--- config.mk ---
export PLATFORM = sky130hd
export DESIGN_NAME = vdl_valve_driver
export DESIGN_NICKNAME = d
export VERILOG_FILES = /design/src/logic/vdl_pkg.sv /design/src/logic/vdl_blinker.sv /design/src/logic/vdl_valve_driver.sv
export SDC_FILE = /design/constraint.sdc
export NUM_CORES = 1
export LEC_CHECK = 0
export ABC_AREA = 1
export ABC_CLOCK_PERIOD_IN_PS = 8100
export BUFFER_PORTS_ARGS = -buffer_cell sky130_fd_sc_hd__buf_2
export CAP_MARGIN = 20
export CORE_ASPECT_RATIO = 0.75
export CORE_UTILIZATION = 45
export DETAILED_ROUTE_END_ITERATION = 16
export MAX_ROUTING_LAYER = met4
export PLACE_DENSITY_LB_ADDON = 0.1
export SYNTH_ARGS = -nofsm -noshare
export SYNTH_HDL_FRONTEND = slang
export SYNTH_SLANG_ARGS = --single-unit
export TNS_END_PERCENT = 1
--- constraint.sdc ---
create_clock -name clk_i -period 8.1 [get_ports clk_i]
set_input_delay 1.62 -clock clk_i [delete_from_list [all_inputs] [get_ports clk_i]]
set_output_delay 1.62 -clock clk_i [all_outputs]
set_load 0.02 [all_outputs]
--- src/logic/vdl_pkg.sv ---
package vdl_pkg;

    localparam int CLK_HZ = 100_000_000;
    localparam int SLOW_HALF_MS = 250;
    localparam int FAST_HALF_MS = 50;
    localparam int SLOW_HALF_CYCLES = SLOW_HALF_MS * (CLK_HZ / 1000);
    localparam int FAST_HALF_CYCLES = FAST_HALF_MS * (CLK_HZ / 1000);

    localparam logic [7:0] CTRL_OFFS = 8'h00;
    localparam logic [7:0] REF_A_OFFS = 8'h04;
    localparam logic [7:0] REF_B_OFFS = 8'h08;
    localparam logic [7:0] REF_C_OFFS = 8'h0C;
    localparam logic [7:0] REF_D_OFFS = 8'h10;
    localparam logic [7:0] LIMIT_OFFS = 8'h14;
    localparam logic [7:0] STATUS_OFFS = 8'h18;

    localparam int CTRL_MODE_LSB = 0;
    localparam int CTRL_EN_LSB = 2;
    localparam int REF_LEVEL_LSB = 0;
    localparam int REF_RAMP_LSB = 16;
    localparam int ST_DEMAND_LSB = 16;

    localparam logic [11:0] REF_LEVEL_RST = 12'h000;
    localparam logic [15:0] REF_RAMP_RST = 16'h0000;
    localparam logic [23:0] LIMIT_RST = 24'hFF_FFFF;
    localparam logic POWER_OPTION = 1'b1;

    typedef enum logic [1:0] {
        VDL_MODE_DEFAULT,
        VDL_MODE_INTERNAL,
        VDL_MODE_POWER
    } vdl_mode_t;

    typedef enum logic [1:0] {
        VDL_EN_DEFAULT,
        VDL_EN_REVERSE,
        VDL_EN_OFF
    } vdl_en_t;

    typedef struct packed {
        logic cyc;
        logic stb;
        logic we;
        logic [7:0] adr;
        logic [3:0] sel;
        logic [31:0] dat;
    } vdl_wb_req_t;

    typedef struct packed {
        logic ack;
        logic [31:0] dat;
    } vdl_wb_rsp_t;

    // Pin bits: 5 alarm, 4 malfunction, 3 short, 2 open, 1 second input, 0 first input.
    typedef struct packed {
        logic alarm;
        logic malfunction;
        logic coil_short;
        logic coil_open;
        logic command_input_second;
        logic command_input_first;
    } vdl_pins_t;

    typedef struct packed {
        logic [11:0] current_demand;
        logic [15:0] ramp_time;
        logic pwm_on;
        logic coil_led;
        logic status_led;
    } vdl_drive_t;

    typedef struct packed {
        logic [31:0] count;
        logic level;
    } vdl_blink_state_t;

endpackage

--- src/logic/vdl_blinker.sv ---
`timescale 1ns/1ps
module vdl_blinker import vdl_pkg::*; #(
    parameter int HALF_CYCLES = 1000
) (
    // Clock and reset.
    input wire logic clk_i,
    input wire logic rst_i,
    // Square wave out.
    output logic blink_o
);

    vdl_blink_state_t state_reg;
    vdl_blink_state_t state_next;

    always_comb begin
        state_next = state_reg;
        if (state_reg.count >= 32'(HALF_CYCLES - 1)) begin
            state_next.count = 32'h0000_0000;
            state_next.level = ~state_reg.level;
        end else begin
            state_next.count = state_reg.count + 32'h0000_0001;
        end
    end

    always_ff @(posedge clk_i) begin
        if (rst_i) begin
            state_reg <= '0;
        end else begin
            state_reg <= state_next;
        end
    end

    assign blink_o = state_reg.level;

endmodule

--- src/logic/vdl_valve_driver.sv ---
`timescale 1ns/1ps
module vdl_valve_driver import vdl_pkg::*; #(
    parameter int SLOW_CYCLES = SLOW_HALF_CYCLES,
    parameter int FAST_CYCLES = FAST_HALF_CYCLES
) (
    // Clock and reset.
    input wire logic clk_i,
    input wire logic rst_i,
    // Wishbone slave.
    input wire vdl_wb_req_t wb_i,
    output vdl_wb_rsp_t wb_o,
    // Converted analog values of both command inputs.
    input wire logic [11:0] command_input_first_value_i,
    input wire logic [11:0] command_input_second_value_i,
    // Asynchronous pin levels and power stage status.
    input wire vdl_pins_t pins_i,
    // Drive and indication.
    output vdl_drive_t drive_o
);

    typedef struct packed {
        vdl_mode_t mode;
        vdl_en_t en_sel;
        logic [3:0][11:0] ref_level;
        logic [3:0][15:0] ref_ramp;
        logic [23:0] limit;
        logic ack;
        logic [31:0] rdat;
        vdl_pins_t sync1;
        vdl_pins_t sync2;
        vdl_pins_t sync3;
        vdl_pins_t pins;
        logic [1:0] ref_idx;
        logic enabled;
        vdl_drive_t drive;
    } vdl_main_state_t;

    vdl_main_state_t state_reg;
    vdl_main_state_t state_next;
    logic slow_blink;
    logic fast_blink;

    vdl_blinker #(
        .HALF_CYCLES(SLOW_CYCLES)
    ) u_slow (
        .clk_i(clk_i),
        .rst_i(rst_i),
        .blink_o(slow_blink)
    );

    vdl_blinker #(
        .HALF_CYCLES(FAST_CYCLES)
    ) u_fast (
        .clk_i(clk_i),
        .rst_i(rst_i),
        .blink_o(fast_blink)
    );

    function automatic logic [31:0] merge(input logic [31:0] old_v, input logic [31:0] new_v,
                                          input logic [3:0] sel);
        logic [31:0] res;
        res = old_v;
        for (int b = 0; b < 4; b++) begin
            if (sel[b]) begin
                res[b*8 +: 8] = new_v[b*8 +: 8];
            end
        end
        return res;
    endfunction

    always_comb begin
        logic access;
        logic [31:0] word;
        logic [11:0] target;
        logic [23:0] power;
        logic en_level;
        logic [1:0] wr_mode;
        logic [1:0] wr_en;
        access = 1'b0;
        word = 32'h0000_0000;
        target = 12'h000;
        power = 24'h00_0000;
        en_level = 1'b0;
        wr_mode = 2'b00;
        wr_en = 2'b00;
        state_next = state_reg;

        // A level change counts once the second and third stages agree.
        state_next.sync1 = pins_i;
        state_next.sync2 = state_reg.sync1;
        state_next.sync3 = state_reg.sync2;
        for (int i = 0; i < 6; i++) begin
            if (state_reg.sync2[i] == state_reg.sync3[i]) begin
                state_next.pins[i] = state_reg.sync3[i];
            end
        end

        // Bus: one registered ack per request, dropped the cycle after.
        access = wb_i.cyc && wb_i.stb && !state_reg.ack;
        state_next.ack = access;
        state_next.rdat = 32'h0000_0000;
        if (access && wb_i.we) begin
            if (wb_i.adr == CTRL_OFFS) begin
                word = merge({28'h000_0000, state_reg.en_sel, state_reg.mode}, wb_i.dat, wb_i.sel);
                wr_mode = word[CTRL_MODE_LSB +: 2];
                wr_en = word[CTRL_EN_LSB +: 2];
                // Power limitation without the option falls back to default mode.
                if (wr_mode == 2'(VDL_MODE_INTERNAL)) begin
                    state_next.mode = VDL_MODE_INTERNAL;
                end else if (wr_mode == 2'(VDL_MODE_POWER) && POWER_OPTION) begin
                    state_next.mode = VDL_MODE_POWER;
                end else begin
                    state_next.mode = VDL_MODE_DEFAULT;
                end
                if (wr_en == 2'(VDL_EN_REVERSE)) begin
                    state_next.en_sel = VDL_EN_REVERSE;
                end else if (wr_en == 2'(VDL_EN_OFF)) begin
                    state_next.en_sel = VDL_EN_OFF;
                end else begin
                    state_next.en_sel = VDL_EN_DEFAULT;
                end
            end else if (wb_i.adr >= REF_A_OFFS && wb_i.adr <= REF_D_OFFS
                         && wb_i.adr[1:0] == 2'b00) begin
                word = merge({state_reg.ref_ramp[wb_i.adr[3:2] - 2'd1], 4'h0,
                              state_reg.ref_level[wb_i.adr[3:2] - 2'd1]}, wb_i.dat, wb_i.sel);
                state_next.ref_level[wb_i.adr[3:2] - 2'd1] = word[REF_LEVEL_LSB +: 12];
                state_next.ref_ramp[wb_i.adr[3:2] - 2'd1] = word[REF_RAMP_LSB +: 16];
            end else if (wb_i.adr == LIMIT_OFFS) begin
                word = merge({8'h00, state_reg.limit}, wb_i.dat, wb_i.sel);
                state_next.limit = word[23:0];
            end
        end else if (access) begin
            if (wb_i.adr == CTRL_OFFS) begin
                state_next.rdat = {28'h000_0000, state_reg.en_sel, state_reg.mode};
            end else if (wb_i.adr >= REF_A_OFFS && wb_i.adr <= REF_D_OFFS
                         && wb_i.adr[1:0] == 2'b00) begin
                state_next.rdat = {state_reg.ref_ramp[wb_i.adr[3:2] - 2'd1], 4'h0,
                                   state_reg.ref_level[wb_i.adr[3:2] - 2'd1]};
            end else if (wb_i.adr == LIMIT_OFFS) begin
                state_next.rdat = {8'h00, state_reg.limit};
            end else if (wb_i.adr == STATUS_OFFS) begin
                state_next.rdat = {4'h0, state_reg.drive.current_demand, 6'h00,
                                   state_reg.pins.alarm, state_reg.pins.malfunction,
                                   state_reg.pins.coil_short, state_reg.pins.coil_open,
                                   state_reg.drive.status_led, state_reg.drive.coil_led,
                                   state_reg.drive.pwm_on, state_reg.enabled,
                                   state_reg.ref_idx};
            end
        end

        // Input combination order: both low, first only, both high, second only.
        state_next.ref_idx = {state_reg.pins.command_input_second,
                              state_reg.pins.command_input_second
                              ^ state_reg.pins.command_input_first};

        // Enable polarity lets two drivers share one reference and one select line.
        en_level = state_reg.pins.command_input_second;
        case (state_reg.mode)
            VDL_MODE_DEFAULT: begin
                target = command_input_first_value_i;
                case (state_reg.en_sel)
                    VDL_EN_DEFAULT: state_next.enabled = en_level;
                    VDL_EN_REVERSE: state_next.enabled = ~en_level;
                    default: state_next.enabled = 1'b1;
                endcase
            end
            VDL_MODE_INTERNAL: begin
                target = state_reg.ref_level[state_reg.ref_idx];
                state_next.enabled = 1'b1;
            end
            default: begin
                target = command_input_first_value_i;
                state_next.enabled = 1'b1;
            end
        endcase
        state_next.drive.ramp_time = state_reg.mode == VDL_MODE_INTERNAL ?
                                     state_reg.ref_ramp[state_reg.ref_idx] : REF_RAMP_RST;

        // In power mode the demand walks one step a cycle so the product needs no divider.
        if (!state_reg.enabled) begin
            state_next.drive.current_demand = 12'h000;
        end else if (state_reg.mode == VDL_MODE_POWER) begin
            power = 24'(state_reg.drive.current_demand) * 24'(command_input_second_value_i);
            if (power > state_reg.limit || state_reg.drive.current_demand > target) begin
                if (state_reg.drive.current_demand != 12'h000) begin
                    state_next.drive.current_demand = state_reg.drive.current_demand - 12'h001;
                end
            end else if (state_reg.drive.current_demand < target) begin
                state_next.drive.current_demand = state_reg.drive.current_demand + 12'h001;
            end
        end else begin
            state_next.drive.current_demand = target;
        end
        state_next.drive.pwm_on = state_reg.enabled && state_reg.drive.current_demand != 12'h000;

        if (state_reg.pins.coil_short) begin
            state_next.drive.coil_led = fast_blink;
        end else if (state_reg.pins.coil_open) begin
            state_next.drive.coil_led = slow_blink;
        end else begin
            state_next.drive.coil_led = state_reg.drive.pwm_on;
        end

        if (state_reg.pins.malfunction) begin
            state_next.drive.status_led = 1'b1;
        end else if (!state_reg.enabled || state_reg.pins.alarm || state_reg.pins.coil_open
                     || state_reg.pins.coil_short) begin
            state_next.drive.status_led = slow_blink;
        end else begin
            state_next.drive.status_led = fast_blink;
        end
    end

    always_ff @(posedge clk_i) begin
        if (rst_i) begin
            state_reg <= '0;
            state_reg.limit <= LIMIT_RST;
        end else begin
            state_reg <= state_next;
        end
    end

    assign wb_o.ack = state_reg.ack;
    assign wb_o.dat = state_reg.rdat;
    assign drive_o = state_reg.drive;

endmodule

# Yosys cells after proc, flatten, opt, wreduce, memory -nomap -nowiden

Cells that the tools add are included.

Output and inout port bits: 64
Flip-flop bits (word level): 297
Bits of input ports: 79
Logic and storage cells: 177

Equality and inequality tests: 17
Bitwise gates (word level): 9
Reduce and logical (&&, ||, !) cells: 31
Multiplexer cells: 52
$mul: 1
$add $sub $neg: 5
$lt $le $gt $ge: 10

Operator list:

| operator                                                                              | number |
|---|---|
| 12-bit two-way mux                                                                    | 8 |
| 8-bit two-way mux                                                                     | 12 |
| 32-bit by 1-bit adder with 32-bit output, second input constant                       | 2 |
| 16-bit binary-select mux with 2-bit select                                            | 2 |
| 64-bit bitwise mux                                                                    | 1 |
| 28-bit two-way mux                                                                    | 2 |
| 12-bit binary-select mux with 2-bit select                                            | 2 |
| 48-bit bitwise mux                                                                    | 1 |
| 16-bit two-way mux                                                                    | 3 |
| 16-bit demux with 2-bit select                                                        | 1 |
| 32-bit by 23-bit greater-or-equal comparator with 1-bit output, second input constant | 1 |
| 32-bit by 25-bit greater-or-equal comparator with 1-bit output, second input constant | 1 |
| 32-bit two-way mux                                                                    | 1 |
| 4-bit two-way mux                                                                     | 8 |
| 12-bit demux with 2-bit select                                                        | 1 |
| 24-bit greater-than comparator                                                        | 1 |
| 12-bit by 12-bit multiplier with 24-bit output                                        | 1 |
| 8-bit by 5-bit equality test with 1-bit output, second input constant                 | 2 |
| 5-bit AND reduction                                                                   | 3 |
| 12-bit by 1-bit adder with 12-bit output, second input constant                       | 1 |
| 12-bit greater-than comparator                                                        | 1 |
| 12-bit less-than comparator                                                           | 1 |
| 12-bit nonzero test                                                                   | 1 |
| 12-bit by 1-bit subtractor with 12-bit output, second input constant                  | 1 |
| other kinds (26)                                                                      | 67 |

# Logic depth before layout (Yosys ltp)

Depth after elaboration: 8
Mapped depth: 43
Gate-level depth less buffers: 42

# Modules after synthesis

A second synthesis with hierarchy kept.

Cell total of the unflattened synthesis: 2720
Area total of the unflattened synthesis: 20236.9 um^2

Modules (own cells, without submodules):

| module               | cells each | seq. area each (um^2) | area each (um^2) | times used |
|---|---|---|---|---|
| vdl_valve_driver     | 2309       | 4624.4                | 17120.2          | 1 |
| vdl_blinker (u_slow) | 210        | 660.6                 | 1594.0           | 1 |
| vdl_blinker (u_fast) | 201        | 660.6                 | 1522.7           | 1 |

# Worst setup path before layout

Ideal clock, no wire load.

Kind: in2reg
Start point: input port command_input_second_value_i[5]
End point: register state_reg (netlist bit drive_o[30])
Path slack: -0.199 ns
Stages: 40
Data required time: 7.977 ns
Buffers on the path: 1
Arrival time: 8.176 ns
Cells stage by stage: clkbuf_1 > nand2_1 > fa_1 > fa_1 > inv_1 > ha_1 > fa_1 > inv_1 > fa_1 > inv_1 > ha_1 > nand2_1 > inv_1 > a21oi_1 > o21ai_1 > a21boi_0 > o21ai_1 > nand3_1 > [... 4 more ...] > nor2_1 > nand3_1 > nor2_1 > nand4_1 > nand2_2 > nand2_2 > ha_1 > nand3_1 > nand2_1 > nand4_1 > nand3_1 > nand2_1 > o21ai_0 > inv_1 > nand3_1 > nand3_1 > nand2_1 > a21oi_1

Cells in the longest elaborated chain, start to end: 5
Elaborated cells on any way between the ends: 8

Ends and longest elaborated chain:

| item                                                                                            | RTL line                | RTL |
|---|---|---|
| start: declaration                                                                              | vdl_valve_driver.sv:14  | `input wire logic [11:0] command_input_second_value_i,` |
| 12-bit by 12-bit multiplier with 24-bit output *                                                | vdl_valve_driver.sv:183 | `power = 24'(state_reg.drive.current_demand) * 24'(command_input_second_value_i);` |
| 24-bit greater-than comparator *                                                                | vdl_valve_driver.sv:184 | `if (power > state_reg.limit \|\| state_reg.drive.current_demand > target) begin` |
| 1-bit logical OR *                                                                              | vdl_valve_driver.sv:184 |  |
| 3-bit by 2-bit inequality test with 1-bit output (no source line), or another cell as far along | -                       |  |
| 2-bit AND reduction (no source line) / 12-bit two-way mux (equally long branches)               | -                       |  |
| end signal: assignment                                                                          | vdl_valve_driver.sv:219 | `state_reg <= state_next;` |
| end: declaration                                                                                | vdl_valve_driver.sv:38  | `vdl_main_state_t state_reg;` |

Mark *: on every way between the ends. The rest lies on a longest branch, timed or not.
A chain may end at the register's enable or synchronous reset.

# Worst setup path after layout

Start point: input port command_input_second_value_i[4]
End point: register state_reg (netlist bit drive_o[30])

Same word-level chain as after synthesis.

==> metrics.md <==
| Metric | Value |
|---|---|
| Half-perimeter wire length after placement | approximately 42,000 µm |
| Post-DRT Antenna Nets | 0 |
| Detailed Routing Iterations Pass 1 | 8 |
| Mapped Area | around 19,000 µm² |
| Status | finished, final reports clean |
| Share of post-route cells with drive strength above 1 | 0.164 |
| Setup violators final | 0 |
| Die area | approximately 44,000 µm² |
| Number of clock sinks | 297 |
| Hold EP | state_next[45] |
| Synth Register Bits | 297 |
| Area grow syn2layout | 16.4% |
| Core ar. | 42,200 µm² |
| Most frequent cells in the layout | 451 x inv_1, 409 x nand2_1, 295 x dfxtp_1 |
| Clk_skew | about 34 ps |
| Vias/cell | 5.18 |
| Critical Path Max Stage Delay | 530 ps |
| CP max FO | 8 |
| Port Buffers | 142 |
| TritonCTS buffer count | 34 |
| DRC Markers | 0 |
| Critical path arrival | between 8000 and 9000 ps |
| Largest net degree at the start of global routing | 107 |
| Hold-fix buffers, CTS | 0 |
| R2r endpoint | drive_o[30] |
| Die Height | 181 µm |
| Crit path capture type | flop |
| Power Dens Cells | 140 nW/µm² |
| Slew headroom | 0.297 |
| Post-synthesis async set-or-reset flop share | 0 |
| Synth cell types | 55 |
| CTS tree | done |
| Worst setup margin | 298 ps |
| Reg-to-reg setup timing slack | 700 ps |
| Fin area | 22,500 µm² |
| Commonest non-fill, non-tap cell in the layout | inv_1 |
| Max FFs per register | between 150 and 200 |
| Power Total | ~3.2 mW |
| Fin util | 0.533 |
| Clk_lat worst skew | 540 ps |
| Root Driver | clkbuf_16 |
| Non-filler cells, final | around 3,400 |
| Vias in the first global route | 16,400 |
| Starting density of the core | 0.458 |
| I/O pin cnt | 143 |
| Crit path required time | approximately 8500 ps |
| Wirelength, routed | 57,700 µm |
| Most used cell along the critical path | fa_1 |
| Worst Reg-to-Reg Cells | 42 |
| Reg-to-Reg Start | drive_o[24] |
| Final GP Congestion | 0.943 |
| Fill count | approximately 4,100 |
| P_leak | 10.6 nW |
| Cell Rows | 65 |
| Grt ovf | 0 |
| Final period utilization | 0.963 |
| Post-Synthesis Cells | roughly 2,600 |
| First-pass GRT wire length | 90,400 µm |
| Achievable frequency | between 0.1 and 0.15 GHz |
| Critical Path Start Type | input pin |
| Sequential fraction of the synthesis area | 0.308 |
| # H-tree levels | 2 |
| Clk buf depth | 3 |
| Max-cap viol count | 0 |
| Drt initial violations | 1,381 |
| Yosys warning total | 0 |
| Sum Neg Setup Slack | 0 ps |
| HP Class | flop to flop |
| Initial antenna violation count | 1 |
| WHS Path Cells | 2 |
| Worst hold slack | 398 ps |
| Routed len/inst | 17.2 µm |
| Slowest stage cell on the critical path | fa_1 |
| Crit Path Class | input pin to flop |
| Placed Cells incl. Taps | between 3,000 and 4,000 |
| Final hold vios | 0 |
| Primary FF master, synth | dfxtp_1 |
| EDFF count, synth | 0 |
| Total GRT Usage | 0.272 |
| Least-Margin Pin Slew | 1050 ps |
| Layout net count | 3,063 |
| Peak VDD IR | 0.168 mV |
| Chip width | 241 µm |
| Min Tclk post-route | 7800 ps |
| Syn avg cell area | 7.35 µm² |
| Dpl cell area | 20,800 µm² |
| DP Worst Slack | -707 ps |
| Clock slew at reported path FFs | 60 ps |
| Via count | 17,400 |
| Hold_sp | state_next[51] |
| Slew Viols, Final | 0 |
where the power goes:
group	total [mW]	internal [mW]	switching, mW
Combinational	0.190	0.0597	0.130
Sequential	1.47	1.47	0.00396
Clock	1.49	0.853	0.638
worst max-delay path: cells and delay by family:
| family | cells | cell delay, ps |
|---|---|---|
| adder cells (fa/ha/maj) | 8 | 3360 |
| AO/OA/AOI/OAI | 9 | 1280 |
| AND/OR/NAND/NOR | 12 | 1060 |
| buffers and inverters | 8 | 670 |
| XOR/XNOR | 1 | 170 |
cells in the mapped netlist, types with 2 or more instances:
cell / count / share of area
inv_1: 461 / 0.090
nand2_1: 429 / 0.083
dfxtp_1: 297 / 0.31
o21ai_0: 270 / 0.070
a21oi_1: 258 / 0.067
nor2_1: 199 / 0.039
ha_1: 117 / 0.076
fa_1: 101 / 0.10
clkbuf_1: 86 / 0.017
buf_4: 68 / 0.026
o211ai_1: 49 / 0.019
nand3_1: 44 / 0.011
xor2_1: 27 / 0.012
buf_2: 22 / 0.0057
nor3_1: 21 / 0.0054
o21ai_1: 19 / 0.0049
o221ai_1: 19 / 0.0086
nand4_1: 17 / 0.0055
a211oi_1: 14 / 0.0054
o22ai_1: 14 / 0.0045
nand2_2: 10 / 0.0032
nor3b_1: 8 / 0.0031
xnor2_1: 8 / 0.0036
a31oi_1: 5 / 0.0016
buf_1: 5 / 0.00097
inv_2: 5 / 0.00097
nor2_2: 5 / 0.0016
nor2_4: 5 / 0.0029
nand3_2: 4 / 0.0021
a21o_1: 3 / 0.0012
nand3b_1: 3 / 0.0012
nor4_1: 3 / 0.00097
o21a_1: 3 / 0.0012
a22oi_1: 2 / 0.00078
and2_1: 2 / 0.00065
and3_1: 2 / 0.00065
clkinv_1: 2 / 0.00039
nor3_2: 2 / 0.0010
nor3b_2: 2 / 0.0013
final cells by class:
class / instances / area [µm²] / area share
multi-input cells: 1695 / 11200 / 0.500
flip-flops and latches: 297 / 5950 / 0.264
repair buffers: 270 / 1780 / 0.0789
inverters: 468 / 1760 / 0.0782
clock buffers: 45 / 942 / 0.0419
well taps: 569 / 712 / 0.0317
clock inverters: 9 / 115 / 0.00512
diodes: 1 / 2.50 / 0.000111
cell families (layout without fill, tap and decap cells):
| logic type | after synthesis | after routing | synth area share |
|---|---|---|---|
| simple gates | 761 | 761 | 0.166 |
| fa+ha+maj | 218 | 218 | 0.180 |
| xor+xnor | 35 | 35 | 0.0159 |
| other cells | 1 | 17 | 0.000194 |
| flops | 297 | 297 | 0.308 |
| compound gates | 665 | 665 | 0.188 |
| buf+inv | 650 | 792 | 0.141 |
metal layers:
layer  GRT usage  part of all wire  vias up
li1            -                 -     8614
met1       0.396              0.48     8173
met2       0.402              0.43      525
met3      0.0362             0.066       64
met4      0.0504             0.016        0
met5           -                 0        -
what timing repair did:
item / CTS / global route
resized for setup: 9 / 134
endpoints found under the setup margin: 8 / 12
pin swaps: 0 / 78
hold endpoints to repair: 0 / 0
setup buffers: 0 / 5
how the worst max path moves through the flow:
stage,from,end,slack (ps),cells after the start
after CTS,command_input_second_value_i[4],drive_o[29],-20,40
after global routing,command_input_second_value_i[8],drive_o[30],-30,38
final,command_input_second_value_i[4],drive_o[30],300,38
after global placement,command_input_second_value_i[5],drive_o[30],-570,38
after detailed placement,command_input_second_value_i[5],drive_o[27],-710,34
after floorplan,command_input_second_value_i[11],drive_o[30],20,37
No activity file was read; power rests on OpenSTA's default activity.
